[src/pil_pkg.sv]
// Constants for the interrupt and link-policy block of the transceiver.
// Assumes a 5-bit management register address and 16-bit register data.
package pil_pkg;
	// ****************************************
	// Register addresses
	// ****************************************
	localparam logic [4:0] ADDR_BASIC_STATUS = 5'h01;
	localparam logic [4:0] ADDR_INT_ENABLE_CONFIG = 5'h11;
	localparam logic [4:0] ADDR_INT_STATUS = 5'h12;
	localparam logic [4:0] ADDR_PORT_CONFIG = 5'h13;

	// ****************************************
	// Field positions
	// ****************************************
	localparam int TEST_INT_FORCE_BIT = 0;
	localparam int INT_GLOBAL_ENABLE_BIT = 1;
	localparam int LINK_LOSS_POLICY_BIT = 2;
	localparam int DRIVE_LEVEL_BIT = 3;
	localparam int PENDING_FLAG_BIT = 15;
	localparam int CLOCKS_STABLE_BIT = 14;
	localparam int MDIO_INT_ENABLE_BIT = 12;

	// ****************************************
	// Reset values
	// ****************************************
	localparam logic RST_TEST_INT_FORCE = 1'b0;
	localparam logic RST_INT_GLOBAL_ENABLE = 1'b0;
	localparam logic RST_LINK_LOSS_POLICY = 1'b0;
	localparam logic RST_DRIVE_LEVEL = 1'b0;
	localparam logic RST_MDIO_INT_ENABLE = 1'b0;

	// ****************************************
	// Timing
	// ****************************************
	localparam int CLK_PERIOD_NS = 10;
	// Least time without scrambler lock before the link drops
	localparam int LOCK_LOSS_MIN_NS = 1000000;
	localparam int LOCK_LOSS_CYCLES =
		(LOCK_LOSS_MIN_NS + CLK_PERIOD_NS - 1) / CLK_PERIOD_NS;

	typedef enum logic {PIL_LINK_DOWN, PIL_LINK_UP} pil_link_e;
endpackage

[src/pil_interrupt_link_policy.sv]
// Interrupt control and 100 Mbit link-loss policy of the transceiver.
// Assumes the serial management engine presents decoded register reads
// and writes as one-cycle strobes on core_clk; link inputs are synchronous.
`timescale 1ns/100ps

// Summary of operation
// - A zero global interrupt enable disables all interrupts, including the test force and management-line signalling.
// - Writing one to the test interrupt bit pulls the interrupt output low and sets the pending flag.
// - A test interrupt also sends an interrupt pulse on the management line when that signalling is enabled.
// - The test bit has no effect unless the global enable is set, and at zero normal operation applies.
// - With the enhanced policy the link drops after scrambler lock is lost for at least one millisecond.
// - Under the enhanced policy link-up still follows the symbol error rate.
// - Under the standard policy, the reset default, link-up and link-loss follow the symbol error rate only.
// - The pending flag holds until basic status is read and then the interrupt status is read.
// - The management-line interrupt enable allows that signalling only together with the global enable.
module pil_interrupt_link_policy #(
	parameter int LOSS_CYCLES = pil_pkg::LOCK_LOSS_CYCLES
) (
	// Clock and reset
	input wire logic core_clk,
	input wire logic rst_n,
	// Register access from the management engine
	input wire logic reg_wr_en,
	input wire logic reg_rd_en,
	input wire logic [4:0] reg_addr,
	input wire logic [15:0] reg_wdata,
	output logic [15:0] reg_rdata,
	output logic reg_hit,
	// Interrupt sources and outputs
	input wire logic int_event,
	input wire logic clocks_stable,
	output logic interrupt_out_n,
	output logic mdio_int_pulse,
	// Link policy
	input wire logic scrambler_locked,
	input wire logic ser_link_ok,
	output logic link_up,
	output logic media_if_drive_level_select
);
	// ****************************************
	// Register storage
	// ****************************************
	logic test_interrupt_force_reg;
	logic interrupt_global_enable_reg;
	logic link_loss_policy_select_reg;
	logic drive_level_reg;
	logic mdio_int_enable_reg;
	logic interrupt_pending_flag_reg;
	logic status_seen_reg;
	logic test_interrupt_force_prev_reg;
	logic irq_n_reg;
	logic pulse_reg;
	logic [15:0] rdata_reg;
	logic hit_reg;
	logic [31:0] loss_cnt_reg;
	logic [31:0] loss_cnt_next;
	pil_pkg::pil_link_e link_reg;
	pil_pkg::pil_link_e link_next;

	// ****************************************
	// Decode
	// ****************************************
	wire wr_cfg = reg_wr_en && reg_addr == pil_pkg::ADDR_INT_ENABLE_CONFIG;
	wire wr_port = reg_wr_en && reg_addr == pil_pkg::ADDR_PORT_CONFIG;
	wire rd_basic = reg_rd_en && reg_addr == pil_pkg::ADDR_BASIC_STATUS;
	wire rd_status = reg_rd_en && reg_addr == pil_pkg::ADDR_INT_STATUS;
	wire addr_ours = reg_addr == pil_pkg::ADDR_INT_ENABLE_CONFIG ||
		reg_addr == pil_pkg::ADDR_INT_STATUS ||
		reg_addr == pil_pkg::ADDR_PORT_CONFIG;

	// Reserved bits are dropped on write and read back as zero
	wire [15:0] cfg_word = 16'h0000 |
		(16'(test_interrupt_force_reg) << pil_pkg::TEST_INT_FORCE_BIT) |
		(16'(interrupt_global_enable_reg) << pil_pkg::INT_GLOBAL_ENABLE_BIT) |
		(16'(link_loss_policy_select_reg) << pil_pkg::LINK_LOSS_POLICY_BIT) |
		(16'(drive_level_reg) << pil_pkg::DRIVE_LEVEL_BIT);
	wire [15:0] status_word =
		(16'(interrupt_pending_flag_reg) << pil_pkg::PENDING_FLAG_BIT) |
		(16'(clocks_stable) << pil_pkg::CLOCKS_STABLE_BIT);
	wire [15:0] port_word =
		16'(mdio_int_enable_reg) << pil_pkg::MDIO_INT_ENABLE_BIT;
	wire [15:0] rd_word = reg_addr == pil_pkg::ADDR_INT_ENABLE_CONFIG ?
		cfg_word : reg_addr == pil_pkg::ADDR_INT_STATUS ? status_word :
		reg_addr == pil_pkg::ADDR_PORT_CONFIG ? port_word : 16'h0000;

	// ****************************************
	// Interrupt logic
	// ****************************************
	// Test force only counts while interrupts are globally enabled
	wire test_interrupt_force_active = interrupt_global_enable_reg &&
		test_interrupt_force_reg;
	wire pend_set = interrupt_global_enable_reg &&
		(test_interrupt_force_reg || int_event);
	// Basic status read followed by status read clears; a new set still wins
	wire pend_clr = rd_status && status_seen_reg;
	wire pend_next = pend_set || (interrupt_pending_flag_reg && !pend_clr);
	wire irq_n_next = !(interrupt_global_enable_reg &&
		(interrupt_pending_flag_reg || test_interrupt_force_reg));
	// Edge of the effective force, so enabling with the bit set still pulses
	wire pulse_next = interrupt_global_enable_reg && mdio_int_enable_reg &&
		(int_event || (test_interrupt_force_active && !test_interrupt_force_prev_reg));

	// ****************************************
	// Link policy
	// ****************************************
	wire enhanced = link_loss_policy_select_reg;
	wire loss_expired = loss_cnt_reg == 32'(LOSS_CYCLES - 1) &&
		!scrambler_locked;

	always_comb begin
		loss_cnt_next = 32'h00000000;
		if (link_reg == pil_pkg::PIL_LINK_UP && enhanced && !scrambler_locked &&
			!loss_expired) begin
			loss_cnt_next = loss_cnt_reg + 32'h00000001;
		end
	end

	always_comb begin
		case (link_reg)
			pil_pkg::PIL_LINK_DOWN: begin
				link_next = ser_link_ok ? pil_pkg::PIL_LINK_UP :
					pil_pkg::PIL_LINK_DOWN;
			end
			pil_pkg::PIL_LINK_UP: begin
				if (enhanced) begin
					link_next = loss_expired ? pil_pkg::PIL_LINK_DOWN :
						pil_pkg::PIL_LINK_UP;
				end else begin
					link_next = ser_link_ok ? pil_pkg::PIL_LINK_UP :
						pil_pkg::PIL_LINK_DOWN;
				end
			end
			default: link_next = pil_pkg::PIL_LINK_DOWN;
		endcase
	end

	// ****************************************
	// Flip-flops
	// ****************************************
	always_ff @(posedge core_clk) begin
		if (!rst_n) begin
			test_interrupt_force_reg <= pil_pkg::RST_TEST_INT_FORCE;
			interrupt_global_enable_reg <= pil_pkg::RST_INT_GLOBAL_ENABLE;
			link_loss_policy_select_reg <= pil_pkg::RST_LINK_LOSS_POLICY;
			drive_level_reg <= pil_pkg::RST_DRIVE_LEVEL;
		end else if (wr_cfg) begin
			test_interrupt_force_reg <= reg_wdata[pil_pkg::TEST_INT_FORCE_BIT];
			interrupt_global_enable_reg <=
				reg_wdata[pil_pkg::INT_GLOBAL_ENABLE_BIT];
			link_loss_policy_select_reg <=
				reg_wdata[pil_pkg::LINK_LOSS_POLICY_BIT];
			drive_level_reg <= reg_wdata[pil_pkg::DRIVE_LEVEL_BIT];
		end
	end

	always_ff @(posedge core_clk) begin
		if (!rst_n) begin
			mdio_int_enable_reg <= pil_pkg::RST_MDIO_INT_ENABLE;
		end else if (wr_port) begin
			mdio_int_enable_reg <= reg_wdata[pil_pkg::MDIO_INT_ENABLE_BIT];
		end
	end

	always_ff @(posedge core_clk) begin
		if (!rst_n) begin
			interrupt_pending_flag_reg <= 1'b0;
			status_seen_reg <= 1'b0;
			test_interrupt_force_prev_reg <= 1'b0;
			irq_n_reg <= 1'b1;
			pulse_reg <= 1'b0;
		end else begin
			interrupt_pending_flag_reg <= pend_next;
			// Any read other than basic status breaks the clearing sequence
			if (reg_rd_en) begin
				status_seen_reg <= rd_basic;
			end
			test_interrupt_force_prev_reg <= test_interrupt_force_active;
			irq_n_reg <= irq_n_next;
			pulse_reg <= pulse_next;
		end
	end

	always_ff @(posedge core_clk) begin
		if (!rst_n) begin
			rdata_reg <= 16'h0000;
			hit_reg <= 1'b0;
			loss_cnt_reg <= 32'h00000000;
			link_reg <= pil_pkg::PIL_LINK_DOWN;
		end else begin
			if (reg_rd_en) begin
				rdata_reg <= rd_word;
			end
			hit_reg <= reg_rd_en && addr_ours;
			loss_cnt_reg <= loss_cnt_next;
			link_reg <= link_next;
		end
	end

	assign reg_rdata = rdata_reg;
	assign reg_hit = hit_reg;
	assign interrupt_out_n = irq_n_reg;
	assign mdio_int_pulse = pulse_reg;
	assign link_up = link_reg == pil_pkg::PIL_LINK_UP;
	assign media_if_drive_level_select = drive_level_reg;

	// ****************************************
	// Checks
	// ****************************************
	a_irq_disabled_high: assert property (
		@(posedge core_clk) disable iff (!rst_n)
		!interrupt_global_enable_reg |=> interrupt_out_n)
		else $error("interrupt asserted while globally disabled");
	a_test_forces_low: assert property (
		@(posedge core_clk) disable iff (!rst_n)
		test_interrupt_force_active |=> !interrupt_out_n && interrupt_pending_flag_reg)
		else $error("test force did not assert interrupt and flag");
	a_mdio_pulse_cause: assert property (
		@(posedge core_clk) disable iff (!rst_n)
		mdio_int_pulse |-> $past(interrupt_global_enable_reg &&
		mdio_int_enable_reg))
		else $error("management line pulse without enables");
	a_test_ignored_off: assert property (
		@(posedge core_clk) disable iff (!rst_n)
		!interrupt_global_enable_reg && !interrupt_pending_flag_reg
		|=> !interrupt_pending_flag_reg)
		else $error("pending set while interrupts disabled");
	a_enh_lock_loss: assert property (
		@(posedge core_clk) disable iff (!rst_n)
		link_up && enhanced && loss_expired |=> !link_up)
		else $error("enhanced policy kept link after lock loss");
	a_link_up_ser: assert property (
		@(posedge core_clk) disable iff (!rst_n)
		!link_up && ser_link_ok |=> link_up)
		else $error("link not raised on good symbol error rate");
	a_std_link_loss: assert property (
		@(posedge core_clk) disable iff (!rst_n)
		link_up && !enhanced && !ser_link_ok |=> !link_up)
		else $error("standard policy kept link on bad error rate");
	a_pending_holds: assert property (
		@(posedge core_clk) disable iff (!rst_n)
		interrupt_pending_flag_reg && !pend_clr |=> interrupt_pending_flag_reg)
		else $error("pending flag lost without clearing sequence");
	a_test_interrupt_force_rise_pulse: assert property (
		@(posedge core_clk) disable iff (!rst_n)
		$rose(test_interrupt_force_active) && mdio_int_enable_reg && !test_interrupt_force_prev_reg
		|=> mdio_int_pulse)
		else $error("no management line pulse on test force");
	a_irq_release: assert property (
		@(posedge core_clk) disable iff (!rst_n)
		!interrupt_pending_flag_reg && !test_interrupt_force_reg
		|=> interrupt_out_n)
		else $error("interrupt held with nothing pending");
endmodule // pil_interrupt_link_policy

[config.mk]
export PLATFORM = sky130hd
export DESIGN_NAME = pil_interrupt_link_policy
export DESIGN_NICKNAME = d
export VERILOG_FILES = /design/src/pil_pkg.sv /design/src/pil_interrupt_link_policy.sv
export SDC_FILE = /design/constraint.sdc
export NUM_CORES = 1
export LEC_CHECK = 0
export BUFFER_PORTS_ARGS = -buffer_cell sky130_fd_sc_hd__buf_2
export CAP_MARGIN = 25
export CORE_ASPECT_RATIO = 0.8
export CORE_MARGIN = 2
export CORE_UTILIZATION = 60
export CTS_BUF_LIST = sky130_fd_sc_hd__clkbuf_4 sky130_fd_sc_hd__clkbuf_8
export CTS_CLUSTER_DIAMETER = 120
export DETAILED_ROUTE_END_ITERATION = 16
export GPL_ROUTABILITY_DRIVEN = 0
export HOLD_SLACK_MARGIN = 0.02
export PLACE_DENSITY = 0.87
export SLEW_MARGIN = 40
export SYNTH_ARGS = -nofsm -noshare
export SYNTH_HDL_FRONTEND = slang
export SYNTH_SLANG_ARGS = --single-unit
[constraint.sdc]
create_clock -name core_clk -period 4.92 [get_ports core_clk]
set_clock_uncertainty 0.15 [all_clocks]
set_input_delay 1.23 -clock core_clk [delete_from_list [all_inputs] [get_ports core_clk]]
set_output_delay 1.23 -clock core_clk [all_outputs]
set_load 0.02 [all_outputs]
# == Word level (Yosys, flattened, before mapping) ==
# Cells that the tools add are included.
# Widths: inputs -> output; s select.
# totals
input_bits,29
regBits,60
# classes
n_eq_ne,5
n_reduce_logical,29
n_addsub,1
n_mux,7
n_bitwise,5
# op_table
cell,n
$add 32x1->32 const B,1
$eq 32x17->1 const B,1
$mux 16,2
$logic_and 1x1->1,17
$or 16x15->16,1
$eq 5x5->1 const B,3
$mux 13,1
$logic_or 1x1->1,6
$eq 5x1->1 const B,1
$logic_not 1->1,5
$or 3x4->4,1
$mux 1,3
$or 2x3->3,1
$or 1x2->2,1
$pmux 1 s2,1
$reduce_and 2->1,1
$not 1->1,1

# == Logic depth before layout (Yosys ltp) ==
# depth
word_depth,6
ltp_mapped,6

# == Least setup slack after synthesis ==
# Ideal clock, no wire load.
# synth_path
path_kind,input to register
startpoint,input scrambler_locked
endpoint,register loss_cnt_reg[21]
arrival_ps,2271
n_path_buf,1
required_ps,4636
setup_ps,134
setup_slack_ps,2365
stages,5
path_cell_list,nor4_1 nand3_1 o31ai_1 clkbuf_1 a21oi_1
# synth_via
elab_chain_len,5
elab_cells_between_ends,6
# synth_lines
item,line_no,rtl
start: declaration,pil_interrupt_link_policy.sv:35,"input wire logic scrambler_locked,"
$logic_not 1->1 (*),"pil_interrupt_link_policy.sv:108, pil_interrupt_link_policy.sv:112",
$logic_and 1x1->1,pil_interrupt_link_policy.sv:107,wire loss_expired = loss_cnt_reg == 32'(LOSS_CYCLES - 1) &&
$logic_not 1->1,pil_interrupt_link_policy.sv:113,!loss_expired) begin
$logic_and 1x1->1 (*),pil_interrupt_link_policy.sv:112,if (link_reg == pil_pkg::PIL_LINK_UP && enhanced && !scrambler_locked &&
$reduce_and 2->1 (no source line) (*),--,
end signal: assignment,pil_interrupt_link_policy.sv:194,loss_cnt_reg <= loss_cnt_next;
end: declaration,pil_interrupt_link_policy.sv:55,logic [31:0] loss_cnt_reg;
# Every way passes the cells marked *; elsewhere a longest branch is shown, timed or not.
# A chain may end at the register's enable or synchronous reset.

# == Worst setup path after layout ==
# layout_path
startpoint,register loss_cnt_reg[0]
endpoint,register loss_cnt_reg[30]
# layout_via
elab_chain_len,5
elab_cells_between_ends,6
# layout_lines
item
branches (longest 5 deep; another with $add 32x1->32)
# Parallel ways; which one is timed is not known.

==> results.txt <==
The flow ran to the end, and the final reports show no timing, DRC or antenna violations. In this run the worst hold path is classified as reg -> reg. The DRC marker count from the first detailed-route iteration was 199.

The total CTS buffers came out at 5. After synthesis the netlist holds a flip-flop and latch count of 51. The layout overhead on the synthesized area was 10.4%; the total chip power was 708 µW.

The worst hold slack is 0.317 ns. The minimum period implied by the final worst setup slack was 2.47 ns. The share of the yosys chip area belonging to registers was 0.421. Setup repair after global routing left no endpoint under its margin. The count of cells resized by post-cts repair was 0. Counting along the longest clock path gives a buffer depth of 2.

The number of nets with antenna violations after detailed routing was 0. Entering global routing, the biggest net connects 33 pins. The number of cells on the worst reg-to-reg path is 5. For the post-CTS setup buffer count, the log shows 0. The area share of the leading cell type in the synthesized netlist is 0.421, and the leakage power total is 0.858 nW. The areal power density over the cells was 265 nW/µm². The clock transition time at the flip-flop clock pins of the worst setup and hold paths was 0.09 ns; the cts-stage hold buffer count was 0. For this run, the number of Yosys warnings is 0. The startpoint identified for the worst hold timing path is mdio_int_enable_reg.

STA puts the critical path data required time at 5.01 ns. The cell internal power dissipation was 557 µW; the number of nets in the finished design was 333. Along the worst path, the maximum fanout reaches 8. In the final routed layout, each cell accounts on average for 13.7 µm. The logs give 0.633 for the effective utilization at floorplan and 0 for the max-slew violation count. The net switching power of the design was 151 µW.

The first global-routing pass estimated 7.96 mm of wire. Global-route usage over all layers: 0.229. The floorplan has 20 rows. 50 I/O pins were placed.

The tools report the final hold violation count as 0. The routed via count divided by cell count was 5.88; the clock network fraction of total power was 0.379. Summed over all layers, the global routing overflow is 0. Nature of the critical path endpoint: a register. The final layout contains routed wiring with a total length of 4.92 mm.

The run gives 3.41 mm as the placed wire-length estimate. The top cell types in the final layout, fill and taps aside, are dfxtp_1, buf_2, a21oi_1, nor2_1, nor2b_1. The number of max-capacitance violations reported is 0, and the number of antenna violations at the first check in global routing is 0. The count of final setup violators is 0.

The total inserted antenna cells came out at 0. The number of global-route vias before repair was 1,797. Largest area contributor in the netlist: dfxtp_1. TritonCTS built the clock tree. The endpoint with the worst hold slack is mdio_int_pulse.

Leaving out fill and tap cells, the most frequent cell in the layout is dfxtp_1. The critical path in this run is classified as reg -> reg. For this run, the detailed router's first-pass iteration total came to 4. Summing over every cut layer, the via total after detailed routing is 2,112. In the post-synthesis netlist, the biggest area contributors are dfxtp_1, a21oi_1, nor2b_1. The cell sitting at the root of the clock tree is a clkbuf_8. The net switching fraction of the power is 0.214, and the post-synthesis instance area is 2420 µm². Port buffering added 29 buffers. The endpoint identified for the worst register-to-register timing path is loss_cnt_reg[30]. The setup check on the worst reg-to-reg path leaves a slack of 2.45 ns.

Synthesis produced 278 cells. The tools report the fraction of power consumed by combinational cells as 0.036. The nature of the critical path startpoint is a register. The final total negative setup slack is 0 ns, and the H-tree level count is 2.

The die is 60.8 µm tall. The region available for standard cell placement spans 3830 µm². The logs give 0.239 mV for the maximum VDD drop and 2.56 ns for the data arrival time of the critical path. The instance count along the most critical hold path is 2, and the count of unresolved DRC violations after routing is 0. At the later pin of the worst-skew pair, clock insertion delay measures 0.31 ns. For the total die area, the log shows 4560 µm².

Counting every sink on the clock net gives 51. The run gives 2680 µm² as the post-layout instance area. The tools report the setup slack after layout as 2.45 ns.

The ratio of cells with drive above 1 in the final layout is 0.148. A synthesized cell averages 8.71 µm². The tools report the sequential power share as 0.584. The floorplan step set the die width to 75.0 µm.

The startpoint identified for the worst register-to-register timing path is loss_cnt_reg[0]. The tools report the fmax as 406 MHz. The synthesized netlist contains 38 unique library cells. Once placement finished, the instance area stood at 2570 µm². Post-route clock period utilization: 0.501. The register with the most flip-flops in the layout has 32 of them.

Before CTS, the worst setup slack after placement is 2.23 ns.
## how the worst max path moves through the flow
stage                                 from          endpoint  slack, ns  depth (start not counted)
after floorplan           scrambler_locked  loss_cnt_reg[21]       2.37                          5
after global placement    scrambler_locked  loss_cnt_reg[14]       2.32                          6
after detailed placement  scrambler_locked  loss_cnt_reg[20]       2.23                          6
after CTS                  loss_cnt_reg[0]  loss_cnt_reg[30]       2.46                          5
after global routing       loss_cnt_reg[0]  loss_cnt_reg[20]       2.33                          5
final                      loss_cnt_reg[0]  loss_cnt_reg[30]       2.45                          5
## kinds of logic after synthesis
logic type      share of synthesized area
flops                               0.421
mux                                0.0207
fa+ha+maj                         0.00516
compound gates                      0.123
simple gates                        0.321
buf+inv                            0.0558
other cells                       0.00155
xor+xnor                           0.0506
## cells in the mapped netlist
| master | count |
|---|---|
| dfxtp_1 | 51 |
| a21oi_1 | 23 |
| nor2_1 | 23 |
| nor2b_1 | 17 |
| nand3_1 | 14 |
| o31ai_1 | 14 |
| or4_1 | 13 |
| nand2_1 | 12 |
| xnor2_1 | 12 |
| clkbuf_1 | 10 |
| nand4_1 | 10 |
| buf_4 | 9 |
| nor4_1 | 9 |
| o21ai_0 | 6 |
| and3_1 | 5 |
| inv_1 | 5 |
| mux2i_1 | 5 |
| and2_1 | 4 |
| nor3_1 | 4 |
| or3_1 | 4 |
| a21boi_0 | 3 |
| and4_1 | 3 |
| nand2b_1 | 2 |
| nand4_2 | 2 |
| nor3b_1 | 2 |
| or2_1 | 2 |
| or4_4 | 2 |
| xor2_1 | 2 |
| a21bo_2 | 1 |
| a21oi_2 | 1 |
| and3b_1 | 1 |
| and4b_1 | 1 |
| buf_6 | 1 |
| conb_1 | 1 |
| ha_1 | 1 |
| nand4bb_1 | 1 |
| nor4b_1 | 1 |
| o211ai_1 | 1 |
## metrics by stage
step	std cells	utilization
after global routing	359	0.699
after detailed placement	351	0.672
after CTS	359	0.699
after floorplan	286	-
final	359	0.699
after global placement	351	0.672
## worst max-delay path: stages, from the launching register on
cell and delay, ns:
dfxtp_1 0.39, ha_1 0.22, nand4_1 0.37, or3_1 0.56
or4_1 0.55, a21oi_1 0.17
## power by group through the flow
stage	logic [mW]	registers, mW	clock network, mW
after floorplan	0.0196	0.424	0
after global placement	0.0248	0.424	0
after detailed placement	0.0251	0.424	0
after CTS	0.0253	0.414	0.271
after global routing	0.0279	0.414	0.286
final	0.0256	0.414	0.269
## area by class of cell
type                       count  area (µm²)
tap                           55        68.8
multi-input combinational    210        1310
timing repair buffer          30         153
sequential                    51        1020
clock buffer                   8         104
fill                         312        1150
inverter                       5        18.8
## metal layers
| layer | part of all wire | GRT usage | wire, µm |
|---|---|---|---|
| met1 | 0.47 | 0.311 | 2300 |
| met2 | 0.47 | 0.363 | 2310 |
| met3 | 0.051 | 0.0465 | 251 |
| met4 | 0.011 | 0.0867 | 54 |
| met5 | 0 | 0 | 0 |
(Power assumes the default switching activity.)
